<file path="src/pkg/uart_pkg.sv">
// shared constants, register layouts and state types of the uart block
package uart_pkg;
   localparam int DATA_W = 32;
   localparam int ADDR_W = 5;
   localparam int REG_W = 8;
   localparam int DIV_W = 5;
   localparam logic [4:0] OFS_DATA = 5'h00;
   localparam logic [4:0] OFS_LINE_FORMAT = 5'h04;
   localparam logic [4:0] OFS_BAUD_SELECT = 5'h08;
   localparam logic [4:0] OFS_MODEM_CTRL = 5'h0C;
   localparam logic [4:0] OFS_UART_STATUS = 5'h10;
   localparam logic [4:0] OFS_MODEM_STATUS = 5'h14;
   localparam int BAUD_CO_SEL_BIT = 7;
   localparam int BAUD_DIV_LSB = 2;
   localparam logic [3:0] SAMPLE_LAST = 4'hF;
   localparam logic [3:0] SAMPLE_MID = 4'h7;
   localparam logic [3:0] CHAR_MIN = 4'h5;
   localparam logic [3:0] CHAR_MAX = 4'h8;

   typedef enum logic [1:0] {
      MODE_NORMAL = 2'h0,
      MODE_BREAK = 2'h1,
      MODE_ECHO = 2'h2,
      MODE_LOOP = 2'h3
   } op_mode_t;

   typedef struct packed {
      logic rsvd;
      logic rx_enable;
      op_mode_t mode;
      logic modem_change_irq_enable;
      logic irq_master_enable;
      logic rts;
      logic dtr;
   } modem_ctrl_t;

   typedef struct packed {
      logic [1:0] rsvd;
      logic transmission_complete;
      logic tx_holding_empty;
      logic data_ready;
      logic overrun;
      logic framing_error;
      logic break_seen;
   } uart_status_t;

   typedef struct packed {
      logic [3:0] rsvd;
      logic dsr_changed;
      logic cts_changed;
      logic dsr;
      logic cts;
   } modem_status_t;

   typedef struct packed {
      logic [4:0] rsvd;
      logic two_stop;
      logic [1:0] char_len;
   } line_format_t;

   typedef enum logic [3:0] {
      TX_IDLE = 4'h1,
      TX_START = 4'h2,
      TX_DATA = 4'h4,
      TX_STOP = 4'h8
   } tx_state_t;

   typedef enum logic [3:0] {
      RX_IDLE = 4'h1,
      RX_START = 4'h2,
      RX_DATA = 4'h4,
      RX_STOP = 4'h8
   } rx_state_t;

   typedef struct packed {
      logic [7:0] cnt;
      logic tick;
      logic clk16;
   } baud_state_t;

   typedef struct packed {
      logic [1:0] cts_sync;
      logic [1:0] dsr_sync;
      logic [1:0] sin_sync;
      logic cts_last;
      logic dsr_last;
      modem_ctrl_t modem_control_reg;
      line_format_t lfr;
      logic [7:0] baud_sel;
      uart_status_t uart_status_reg;
      modem_status_t modem_status_reg;
      logic [7:0] tx_hold;
      tx_state_t tx_st;
      logic [7:0] tx_shift;
      logic [3:0] tx_sub;
      logic [3:0] tx_bits;
      logic tx_stop2;
      rx_state_t rx_st;
      logic [7:0] rx_shift;
      logic [3:0] rx_sub;
      logic [3:0] rx_bits;
      logic [7:0] rx_hold;
      logic bus_wait;
      logic [DATA_W-1:0] rdata;
      logic sout;
      logic dtr_n;
      logic rts_n;
      logic irq;
      logic clock_out;
   } uart_state_t;

   function automatic logic [2:0] prescale_ratio(input logic [1:0] sel);
      case (sel)
         2'h0: return 3'h1;
         2'h1: return 3'h3;
         2'h2: return 3'h4;
         default: return 3'h5;
      endcase
   endfunction : prescale_ratio

   function automatic logic [DATA_W-1:0] zext(input logic [REG_W-1:0] v);
      return {{(DATA_W-REG_W){1'b0}}, v};
   endfunction : zext
endpackage : uart_pkg

</file>
<file path="src/verilog/uart_core.sv">
// byte uart with modem pins, clock output and avalon register slave
//
// The Avalon-MM register port and the address map were left to the implementer.
`timescale 1ns/100ps
module uart_core #(
   parameter int DIV_W = uart_pkg::DIV_W
) (
   input logic clk_i,
   input logic resetn_i,
   input logic chip_select_n_i,
   input logic [uart_pkg::ADDR_W-1:0] avs_address_i,
   input logic avs_read_i,
   input logic avs_write_i,
   input logic [3:0] avs_byteenable_i,
   input logic [uart_pkg::DATA_W-1:0] avs_writedata_i,
   output logic [uart_pkg::DATA_W-1:0] avs_readdata_o,
   output logic avs_waitrequest_o,
   input logic cts_n_i,
   input logic dsr_n_i,
   input logic serial_in_i,
   output logic serial_out_o,
   output logic dtr_n_o,
   output logic rts_n_o,
   output logic tx_holding_empty_o,
   output logic data_ready_o,
   output logic irq_out_o,
   output logic clock_out_pin_o
);
   uart_pkg::uart_state_t st;
   uart_pkg::uart_state_t next_st;
   logic req;
   logic accept;
   logic wr;
   logic rd;
   logic tx_line;
   logic rx_line;
   logic rx_done;
   logic tx_end;
   logic rx_end;
   logic cts_true;
   logic tick16;
   logic clk16;
   logic [3:0] char_bits;
   logic [7:0] rx_word;
   logic [uart_pkg::REG_W-1:0] wr_byte;

   assign wr_byte = avs_writedata_i[uart_pkg::REG_W-1:0];
   logic baud_run_n;
   // divisor bits survive reset, so a new select must restart the divider from a known count
   assign baud_run_n = resetn_i & ~(wr && avs_address_i == uart_pkg::OFS_BAUD_SELECT);

   uart_baud_gen #(
      .DIV_W(DIV_W)
   ) u_baud (
      .clk_i(clk_i),
      .resetn_i(baud_run_n),
      .prescale_sel_i(st.baud_sel[uart_pkg::BAUD_DIV_LSB-1:0]),
      .divisor_i(st.baud_sel[uart_pkg::BAUD_DIV_LSB+DIV_W-1:uart_pkg::BAUD_DIV_LSB]),
      .tick16_o(tick16),
      .clk16_o(clk16)
   );

   always_comb begin
      next_st = st;
      rx_done = 1'b0;
      rx_word = st.rx_shift;
      char_bits = {2'h0, st.lfr.char_len} + uart_pkg::CHAR_MIN;
      // pins pass two flops; only the second is ever looked at
      next_st.cts_sync = {st.cts_sync[0], cts_n_i};
      next_st.dsr_sync = {st.dsr_sync[0], dsr_n_i};
      next_st.sin_sync = {st.sin_sync[0], serial_in_i};
      next_st.cts_last = st.cts_sync[1];
      next_st.dsr_last = st.dsr_sync[1];
      cts_true = ~st.cts_sync[1];

      // bus slave: one wait cycle, effects at the edge waitrequest is low
      req = avs_read_i | avs_write_i;
      accept = req & ~st.bus_wait & ~chip_select_n_i;
      wr = accept & avs_write_i & avs_byteenable_i[0];
      rd = accept & avs_read_i;
      next_st.bus_wait = ~(req & st.bus_wait);
      if (req & st.bus_wait) begin
         if (chip_select_n_i) begin
            next_st.rdata = '0;
         end else begin
            case (avs_address_i)
               uart_pkg::OFS_DATA: next_st.rdata = uart_pkg::zext(st.rx_hold);
               uart_pkg::OFS_LINE_FORMAT: next_st.rdata = uart_pkg::zext(st.lfr);
               uart_pkg::OFS_BAUD_SELECT: next_st.rdata = uart_pkg::zext(st.baud_sel);
               uart_pkg::OFS_MODEM_CTRL: next_st.rdata = uart_pkg::zext(st.modem_control_reg);
               uart_pkg::OFS_UART_STATUS: next_st.rdata = uart_pkg::zext(st.uart_status_reg);
               uart_pkg::OFS_MODEM_STATUS: next_st.rdata = uart_pkg::zext(st.modem_status_reg);
               default: next_st.rdata = '0;
            endcase
         end
      end

      // read clears go first so a same-cycle hardware set wins
      if (rd && avs_address_i == uart_pkg::OFS_DATA) begin
         next_st.uart_status_reg.data_ready = 1'b0;
      end
      if (rd && avs_address_i == uart_pkg::OFS_UART_STATUS) begin
         next_st.uart_status_reg.overrun = 1'b0;
         next_st.uart_status_reg.framing_error = 1'b0;
         next_st.uart_status_reg.break_seen = 1'b0;
      end
      if (rd && avs_address_i == uart_pkg::OFS_MODEM_STATUS) begin
         next_st.modem_status_reg.cts_changed = 1'b0;
         next_st.modem_status_reg.dsr_changed = 1'b0;
      end

      // dsr only reaches its status bits and the change flag
      next_st.modem_status_reg.cts = cts_true;
      next_st.modem_status_reg.dsr = ~st.dsr_sync[1];
      if (st.cts_sync[1] != st.cts_last) begin
         next_st.modem_status_reg.cts_changed = 1'b1;
      end
      if (st.dsr_sync[1] != st.dsr_last) begin
         next_st.modem_status_reg.dsr_changed = 1'b1;
      end

      // transmitter
      tx_line = 1'b1;
      tx_end = tick16 && st.tx_sub == uart_pkg::SAMPLE_LAST;
      if (st.tx_st != uart_pkg::TX_IDLE && tick16) begin
         next_st.tx_sub = st.tx_sub + 4'h1;
      end
      case (st.tx_st)
         uart_pkg::TX_IDLE: begin
            // echo mode bypasses the transmitter entirely
            if (!st.uart_status_reg.tx_holding_empty && cts_true
                  && st.modem_control_reg.mode != uart_pkg::MODE_ECHO) begin
               next_st.tx_shift = st.tx_hold;
               next_st.uart_status_reg.tx_holding_empty = 1'b1;
               next_st.tx_st = uart_pkg::TX_START;
               next_st.tx_sub = 4'h0;
               next_st.tx_bits = 4'h0;
            end
         end
         uart_pkg::TX_START: begin
            tx_line = 1'b0;
            if (tx_end) begin
               next_st.tx_st = uart_pkg::TX_DATA;
            end
         end
         uart_pkg::TX_DATA: begin
            tx_line = st.tx_shift[0];
            if (tx_end) begin
               next_st.tx_shift = st.tx_shift >> 1;
               next_st.tx_bits = st.tx_bits + 4'h1;
               if (st.tx_bits == char_bits - 4'h1) begin
                  next_st.tx_st = uart_pkg::TX_STOP;
                  next_st.tx_stop2 = st.lfr.two_stop;
               end
            end
         end
         uart_pkg::TX_STOP: begin
            // a started character always runs to its stop bit
            if (tx_end) begin
               if (st.tx_stop2) begin
                  next_st.tx_stop2 = 1'b0;
               end else begin
                  next_st.tx_st = uart_pkg::TX_IDLE;
               end
            end
         end
         default: next_st.tx_st = uart_pkg::TX_IDLE;
      endcase

      // receiver: loop feeds it from the transmitter, pin ignored
      if (st.modem_control_reg.mode == uart_pkg::MODE_LOOP) begin
         rx_line = tx_line;
      end else begin
         rx_line = st.sin_sync[1];
      end
      rx_end = tick16 && st.rx_sub == uart_pkg::SAMPLE_LAST;
      if (st.rx_st != uart_pkg::RX_IDLE && tick16) begin
         next_st.rx_sub = st.rx_sub + 4'h1;
      end
      case (st.rx_st)
         uart_pkg::RX_IDLE: begin
            if (st.modem_control_reg.rx_enable && !rx_line) begin
               next_st.rx_st = uart_pkg::RX_START;
               next_st.rx_sub = 4'h0;
            end
         end
         uart_pkg::RX_START: begin
            // recheck mid start bit to reject glitches
            if (tick16 && st.rx_sub == uart_pkg::SAMPLE_MID) begin
               next_st.rx_sub = 4'h0;
               next_st.rx_bits = 4'h0;
               next_st.rx_st = rx_line ? uart_pkg::RX_IDLE : uart_pkg::RX_DATA;
            end
         end
         uart_pkg::RX_DATA: begin
            if (rx_end) begin
               next_st.rx_shift = {rx_line, st.rx_shift[7:1]};
               next_st.rx_bits = st.rx_bits + 4'h1;
               if (st.rx_bits == char_bits - 4'h1) begin
                  next_st.rx_st = uart_pkg::RX_STOP;
               end
            end
         end
         uart_pkg::RX_STOP: begin
            if (rx_end) begin
               rx_done = 1'b1;
               rx_word = st.rx_shift >> (uart_pkg::CHAR_MAX - char_bits);
               next_st.rx_hold = rx_word;
               next_st.uart_status_reg.overrun = st.uart_status_reg.data_ready | next_st.uart_status_reg.overrun;
               next_st.uart_status_reg.data_ready = 1'b1;
               if (!rx_line) begin
                  next_st.uart_status_reg.framing_error = 1'b1;
                  next_st.uart_status_reg.break_seen = (st.rx_shift == 8'h00) | st.uart_status_reg.break_seen;
               end
               next_st.rx_st = uart_pkg::RX_IDLE;
            end
         end
         default: next_st.rx_st = uart_pkg::RX_IDLE;
      endcase
      if (!st.modem_control_reg.rx_enable) begin
         next_st.rx_st = uart_pkg::RX_IDLE;
      end

      // register writes
      if (wr) begin
         case (avs_address_i)
            uart_pkg::OFS_DATA: begin
               next_st.tx_hold = wr_byte;
               next_st.uart_status_reg.tx_holding_empty = 1'b0;
            end
            uart_pkg::OFS_LINE_FORMAT: next_st.lfr = wr_byte;
            uart_pkg::OFS_BAUD_SELECT: next_st.baud_sel = wr_byte;
            uart_pkg::OFS_MODEM_CTRL: begin
               next_st.modem_control_reg = wr_byte;
               next_st.modem_control_reg.rsvd = 1'b0;
            end
            default: next_st.bus_wait = next_st.bus_wait;
         endcase
      end
      next_st.uart_status_reg.transmission_complete = next_st.uart_status_reg.tx_holding_empty
         && next_st.tx_st == uart_pkg::TX_IDLE;

      // pins
      next_st.dtr_n = ~next_st.modem_control_reg.dtr;
      next_st.rts_n = ~next_st.modem_control_reg.rts;
      next_st.irq = next_st.modem_control_reg.irq_master_enable
         & ((next_st.modem_control_reg.modem_change_irq_enable
         & (next_st.modem_status_reg.cts_changed | next_st.modem_status_reg.dsr_changed))
         | next_st.uart_status_reg.data_ready);
      case (st.modem_control_reg.mode)
         uart_pkg::MODE_ECHO: next_st.sout = st.sin_sync[1];
         uart_pkg::MODE_LOOP: next_st.sout = 1'b1;
         uart_pkg::MODE_BREAK: next_st.sout = (st.tx_st == uart_pkg::TX_IDLE);
         default: next_st.sout = tx_line;
      endcase
      // oscillator can only be shown as a half-rate square from a flop
      if (st.baud_sel[uart_pkg::BAUD_CO_SEL_BIT]) begin
         next_st.clock_out = clk16;
      end else begin
         next_st.clock_out = ~st.clock_out;
      end

      // line format and low baud select bits survive reset
      if (!resetn_i) begin
         next_st.baud_sel[uart_pkg::BAUD_CO_SEL_BIT] = 1'b0;
         next_st.modem_control_reg = '0;
         next_st.uart_status_reg = '0;
         next_st.uart_status_reg.tx_holding_empty = 1'b1;
         next_st.uart_status_reg.transmission_complete = 1'b1;
         next_st.modem_status_reg.cts_changed = 1'b0;
         next_st.modem_status_reg.dsr_changed = 1'b0;
         next_st.tx_st = uart_pkg::TX_IDLE;
         next_st.rx_st = uart_pkg::RX_IDLE;
         next_st.tx_sub = 4'h0;
         next_st.rx_sub = 4'h0;
         next_st.tx_bits = 4'h0;
         next_st.rx_bits = 4'h0;
         next_st.tx_stop2 = 1'b0;
         next_st.tx_hold = 8'h00;
         next_st.rx_hold = 8'h00;
         next_st.bus_wait = 1'b1;
         next_st.rdata = '0;
         next_st.sout = 1'b1;
         next_st.dtr_n = 1'b1;
         next_st.rts_n = 1'b1;
         next_st.irq = 1'b0;
         next_st.clock_out = 1'b0;
      end
   end

   always_ff @(posedge clk_i) begin
      st <= next_st;
   end

   assign avs_readdata_o = st.rdata;
   assign avs_waitrequest_o = st.bus_wait;
   assign serial_out_o = st.sout;
   assign dtr_n_o = st.dtr_n;
   assign rts_n_o = st.rts_n;
   assign tx_holding_empty_o = st.uart_status_reg.tx_holding_empty;
   assign data_ready_o = st.uart_status_reg.data_ready;
   assign irq_out_o = st.irq;
   assign clock_out_pin_o = st.clock_out;
endmodule : uart_core

</file>
<file path="src/verilog/uart_baud_gen.sv">
// prescaler and divisor counter giving the 16x baud enable and clock
`timescale 1ns/100ps
module uart_baud_gen #(
   parameter int DIV_W = 5
) (
   input logic clk_i,
   input logic resetn_i,
   input logic [1:0] prescale_sel_i,
   input logic [DIV_W-1:0] divisor_i,
   output logic tick16_o,
   output logic clk16_o
);
   uart_pkg::baud_state_t st;
   uart_pkg::baud_state_t next_st;
   logic [7:0] total;
   logic [7:0] div_eff;

   always_comb begin
      next_st = st;
      // divisor zero selects the undivided prescaler output
      div_eff = (divisor_i == '0) ? 8'h01 : 8'(divisor_i);
      total = {5'h00, uart_pkg::prescale_ratio(prescale_sel_i)} * div_eff;
      next_st.tick = 1'b0;
      if (st.cnt == 8'h00) begin
         next_st.cnt = total - 8'h01;
         next_st.tick = 1'b1;
      end else begin
         next_st.cnt = st.cnt - 8'h01;
      end
      // roughly even duty; odd totals cannot be exact
      next_st.clk16 = (next_st.cnt >= (total >> 1));
      if (!resetn_i) begin
         next_st = '0;
      end
   end

   always_ff @(posedge clk_i) begin
      st <= next_st;
   end

   assign tick16_o = st.tick;
   assign clk16_o = st.clk16;
endmodule : uart_baud_gen

</file>
<file path="config.mk">
export PLATFORM = sky130hd
export DESIGN_NAME = uart_core
export DESIGN_NICKNAME = d
export VERILOG_FILES = /design/src/pkg/uart_pkg.sv /design/src/verilog/uart_core.sv /design/src/verilog/uart_baud_gen.sv
export SDC_FILE = /design/constraint.sdc
export NUM_CORES = 1
export LEC_CHECK = 0
export ABC_AREA = 1
export BUFFER_PORTS_ARGS = -buffer_cell sky130_fd_sc_hd__buf_2
export CAP_MARGIN = 30
export CORE_MARGIN = 2
export CORE_UTILIZATION = 30
export CTS_CLUSTER_SIZE = 12
export DETAILED_ROUTE_END_ITERATION = 10
export PLACE_DENSITY = 0.58
export SLEW_MARGIN = 0
export SYNTH_ARGS = -nofsm -noshare
export SYNTH_HDL_FRONTEND = slang
export SYNTH_SLANG_ARGS = --single-unit
export TNS_END_PERCENT = 20
</file>
<file path="constraint.sdc">
create_clock -name clk_i -period 3.4 [get_ports clk_i]
set_clock_uncertainty 0.05 [all_clocks]
set_input_delay 0.17 -clock clk_i [delete_from_list [all_inputs] [get_ports clk_i]]
set_output_delay 0.17 -clock clk_i [all_outputs]
set_load 0.03 [all_outputs]
</file>
==> impl_results.rst <==
.. list-table::
   :header-rows: 1

   * - Metric
     - Value
   * - Run status
     - complete, no violations
   * - Post-route antenna net violation count
     - 0
   * - Routed wirelength normalized by instance count
     - ~13 um
   * - Number of setup violations in the final report
     - 0
   * - Total number of H-tree levels
     - 4
   * - Achievable Freq
     - 301 MHz
   * - Combinational share of power
     - 0.204
   * - Type of the most critical hold path
     - in -> reg
   * - Total Nets Final
     - 928
   * - Std-Cell Core Area
     - 20400 um^2
   * - CP Data Arrival Time
     - roughly 3.6 ns
   * - Total number of vias
     - 5121
   * - Kind of capture point of the worst setup path
     - register
   * - Maximum fanout count along the critical path
     - 4
   * - Final hold slack
     - between 0.09 and 0.1 ns
   * - Number of inserted diodes
     - 0
   * - Total routing usage reported by global routing
     - 0.136
   * - Post-layout utilization of the core
     - 0.368
   * - Overall die height
     - 148 um
   * - Overflow left after global routing
     - 0
   * - Int Pwr
     - 2.98 mW
   * - Final hold violation count
     - 0
   * - Clk Latency, worst-skew pair
     - 0.42 ns
   * - 1st-pass router iterations
     - 5
   * - Total of flip-flops plus latches after synthesis
     - 122
   * - Cell area power density
     - about 550 nW/um^2
   * - Proportion of power drawn by the clock network
     - 0.417
   * - Maximum number of pins on one net before global-route repair
     - 27
   * - DRC violation count after routing
     - 0
   * - Switching power total
     - 1.18 mW
   * - Initial DRC Count
     - 252
   * - Start point of the critical path
     - st[114]
   * - Via density
     - 4.50
   * - Synth Warn #
     - 0
   * - Quantity of I/O buffers inserted on ports
     - 37
   * - Total length of routed wires
     - 14400 um
   * - Floorplan die width
     - 148 um
   * - Clock tree sinks
     - 122
   * - Leakage power figure
     - 3.33 nW
   * - Clock Path Buffers
     - 2
   * - Vias in the first global route
     - roughly 4800
   * - Minimum period implied by the final worst setup slack
     - 3.32 ns
   * - Placement row count
     - 52
   * - Sequential area share after synthesis
     - 0.440
   * - Average cell area after synthesis
     - 8.02 um^2
   * - Max rail drop VDD
     - 0.280 mV
   * - Library cell occupying the most area in the post-synthesis netlist
     - dfxtp_1
   * - Number of antenna violations at the first check in global routing
     - 0
   * - Count of flip-flops with a built-in enable after synthesis
     - 31
   * - Die Area
     - 22000 um^2
   * - Initial cell density of the core
     - 0.307
   * - First-pass GRT wire length
     - 23500 um
   * - Max-Slew Margin vs Limit
     - 0.520
   * - Root Buffer Master
     - clkbuf_16
   * - Number of max-slew violations in the final report
     - 0
   * - Number of CTS-inserted buffers
     - 17
   * - Setup slack of the critical path after layout
     - 0.0771 ns
   * - Worst-path clk slew
     - approximately 0.060 ns
   * - Most frequently used flop master after synthesis
     - dfxtp_1
   * - Proportion of netlist area held by the largest area contributor
     - 0.291
   * - Clock tree from TritonCTS
     - yes
   * - Final TNS setup
     - 0 ns
   * - Count of pins on the block boundary
     - 89
   * - Number of maximum-capacitance violations
     - 0
   * - Area added between synthesis and finish
     - 20.0%
   * - Min-delay src
     - avs_write_i
   * - Routability Congestion
     - 0.818
   * - Top area cells in the synthesized netlist
     - dfxtp_1, edfxtp_1, nand2_1, nor2_1, inv_1
   * - Number of instances in the synthesized netlist
     - 779
   * - Power share of the sequential group
     - 0.379
   * - Asr flop ratio synth
     - 0
   * - Critical Path Start Type
     - register
   * - HPWL after detailed placement
     - 10700 um
   * - Combined area of all synthesized cells
     - 6250 um^2
   * - Dpl ws
     - -0.0875 ns
   * - Worst Tran Pin Value
     - 0.718 ns
   * - Portion of the clock cycle consumed by the worst path in the final layout
     - 0.977
   * - Setup repair after global routing missed its margin
     - yes
   * - Count of different cell masters after synthesis
     - 53
   * - Critical R2R Launch
     - st[114]
   * - Setup Crit Path Kind
     - reg -> reg
   * - Critical path data required time
     - 3.66 ns
   * - Proportion of total power due to net switching
     - 0.285
   * - Fraction of final layout cells sized beyond drive strength 1
     - 0.189
cells in the final DEF, fill, tap and decap left out, types with 3 or more instances in the layout:
cell / instances
nor3_4: 3
dlygate4sd3_1: 11
inv_2: 19
dfxtp_1: 91
conb_1: 24
buf_2: 37
nor2_2: 7
nand2_2: 6
or2_2: 4
nor4_1: 3
a21oi_1: 43
fa_1: 3
xnor2_1: 3
nor2_1: 90
ha_1: 19
o21ai_0: 39
nand2_1: 163
and3_1: 3
o31ai_1: 3
nor3_2: 7
a211oi_1: 7
inv_1: 84
nand2_4: 3
o21ai_2: 3
nand3_1: 23
buf_4: 25
edfxtp_1: 31
o22ai_1: 4
nand4_1: 18
nor2_4: 7
xor2_1: 5
clkinv_2: 6
clkbuf_1: 3
clkbuf_16: 17
a32o_1: 7
nor3_1: 8
worst paths after layout:
kind | depth (start not counted) | slack [ns] | to
max | 22 | 0.08 | u_baud.clk16_o
min reg2reg | 0 | 0.28 | next_st[136]
max reg2reg | 22 | 0.08 | u_baud.clk16_o
min | 4 | 0.1 | avs_readdata_o[0]
synthesized netlist by cell type, types with 8 or more instances:
cell type,count
nand2_1,165
nor2_1,94
dfxtp_1,91
inv_1,89
a21oi_1,44
o21ai_0,39
buf_4,32
edfxtp_1,31
nand3_1,23
ha_1,21
nand4_1,18
inv_2,14
nor3_1,8
sequential cells by signal (all words and copies together), names as in the netlist:
signal	flops
data_ready_o	1
next_st	5
u_baud.tick16_o	1
avs_waitrequest_o	1
dtr_n_o	1
tx_holding_empty_o	1
serial_out_o	1
clock_out_pin_o	1
u_baud.clk16_o	1
u_baud.st	8
st	91
irq_out_o	1
avs_readdata_o	8
rts_n_o	1
logic make-up after synthesis:
| family | count (synthesis) | share of synthesized area |
|---|---|---|
| fa+ha+maj | 25 | 0.0548 |
| compound gates | 122 | 0.118 |
| xor+xnor | 10 | 0.0140 |
| buf+inv | 146 | 0.109 |
| simple gates | 353 | 0.264 |
| flops | 122 | 0.440 |
| other cells | 1 | 0.000600 |
power groups by stage:
| stage | Clock, mW | Combinational, mW | Sequential (mW) |
|---|---|---|---|
| 2_1_floorplan | 0 | 0.554 | 1.59 |
| 3_3_place_gp | 0 | 0.730 | 1.60 |
| 3_5_place_dp | 0 | 0.734 | 1.60 |
| 4_1_cts | 1.77 | 0.782 | 1.57 |
| 5_1_grt | 1.84 | 0.969 | 1.58 |
| 6_report | 1.73 | 0.850 | 1.57 |
stage by stage:
stage          std cells  power [mW]  instance area [um^2]
2_1_floorplan        802        2.15                  6340
3_3_place_gp        1086        2.33                  6710
3_5_place_dp        1086        2.34                  6710
4_1_cts             1131        4.12                  7410
5_1_grt             1137        4.38                  7500
6_report            1137        4.16                  7500
layout make-up:
cell class                      instances  area, um^2
Fill cell                            2118       12900
Multi-Input combinational cell        534        2960
Sequential cell                       122        2750
Timing Repair Buffer                   73         483
Clock buffer                           20         437
Inverter                              106         400
Tap cell                              270         338
Clock inverter                         12         125
metal layers:
layer  track usage  vias to the layer above  share of wire
li1              -                     2665              -
met1         0.178                     2330           0.49
met2         0.220                      115           0.46
met3        0.0350                       11          0.045
met4        0.0457                        0          0.011
met5             0                        -              0
critical path: stages (launching register included):
cell	delay, ns
edfxtp_1	0.35
inv_2	0.06
nand3_1	0.08
nand2_1	0.07
inv_2	0.08
nor2_4	0.04
fa_1	0.50
ha_2	0.18
inv_2	0.04
fa_2	0.38
xor2_2	0.18
o21bai_2	0.11
nor2_2	0.17
nand2_1	0.09
nand2_2	0.07
nand2_1	0.06
ha_1	0.31
a21oi_1	0.15
nand2_1	0.06
nand2_1	0.05
nand2_1	0.05
nand2_1	0.05
nand2_1	0.05
timing repair:
action / CTS / global route
hold buffers: 11 / 0
setup buffers: 2 / 6
endpoints found under the hold margin: 20 / 0
endpoints found under the setup margin: 1 / 1
resized for setup: 3 / 17
pin swaps: 2 / 15
Power figures use the tool's default switching activity.
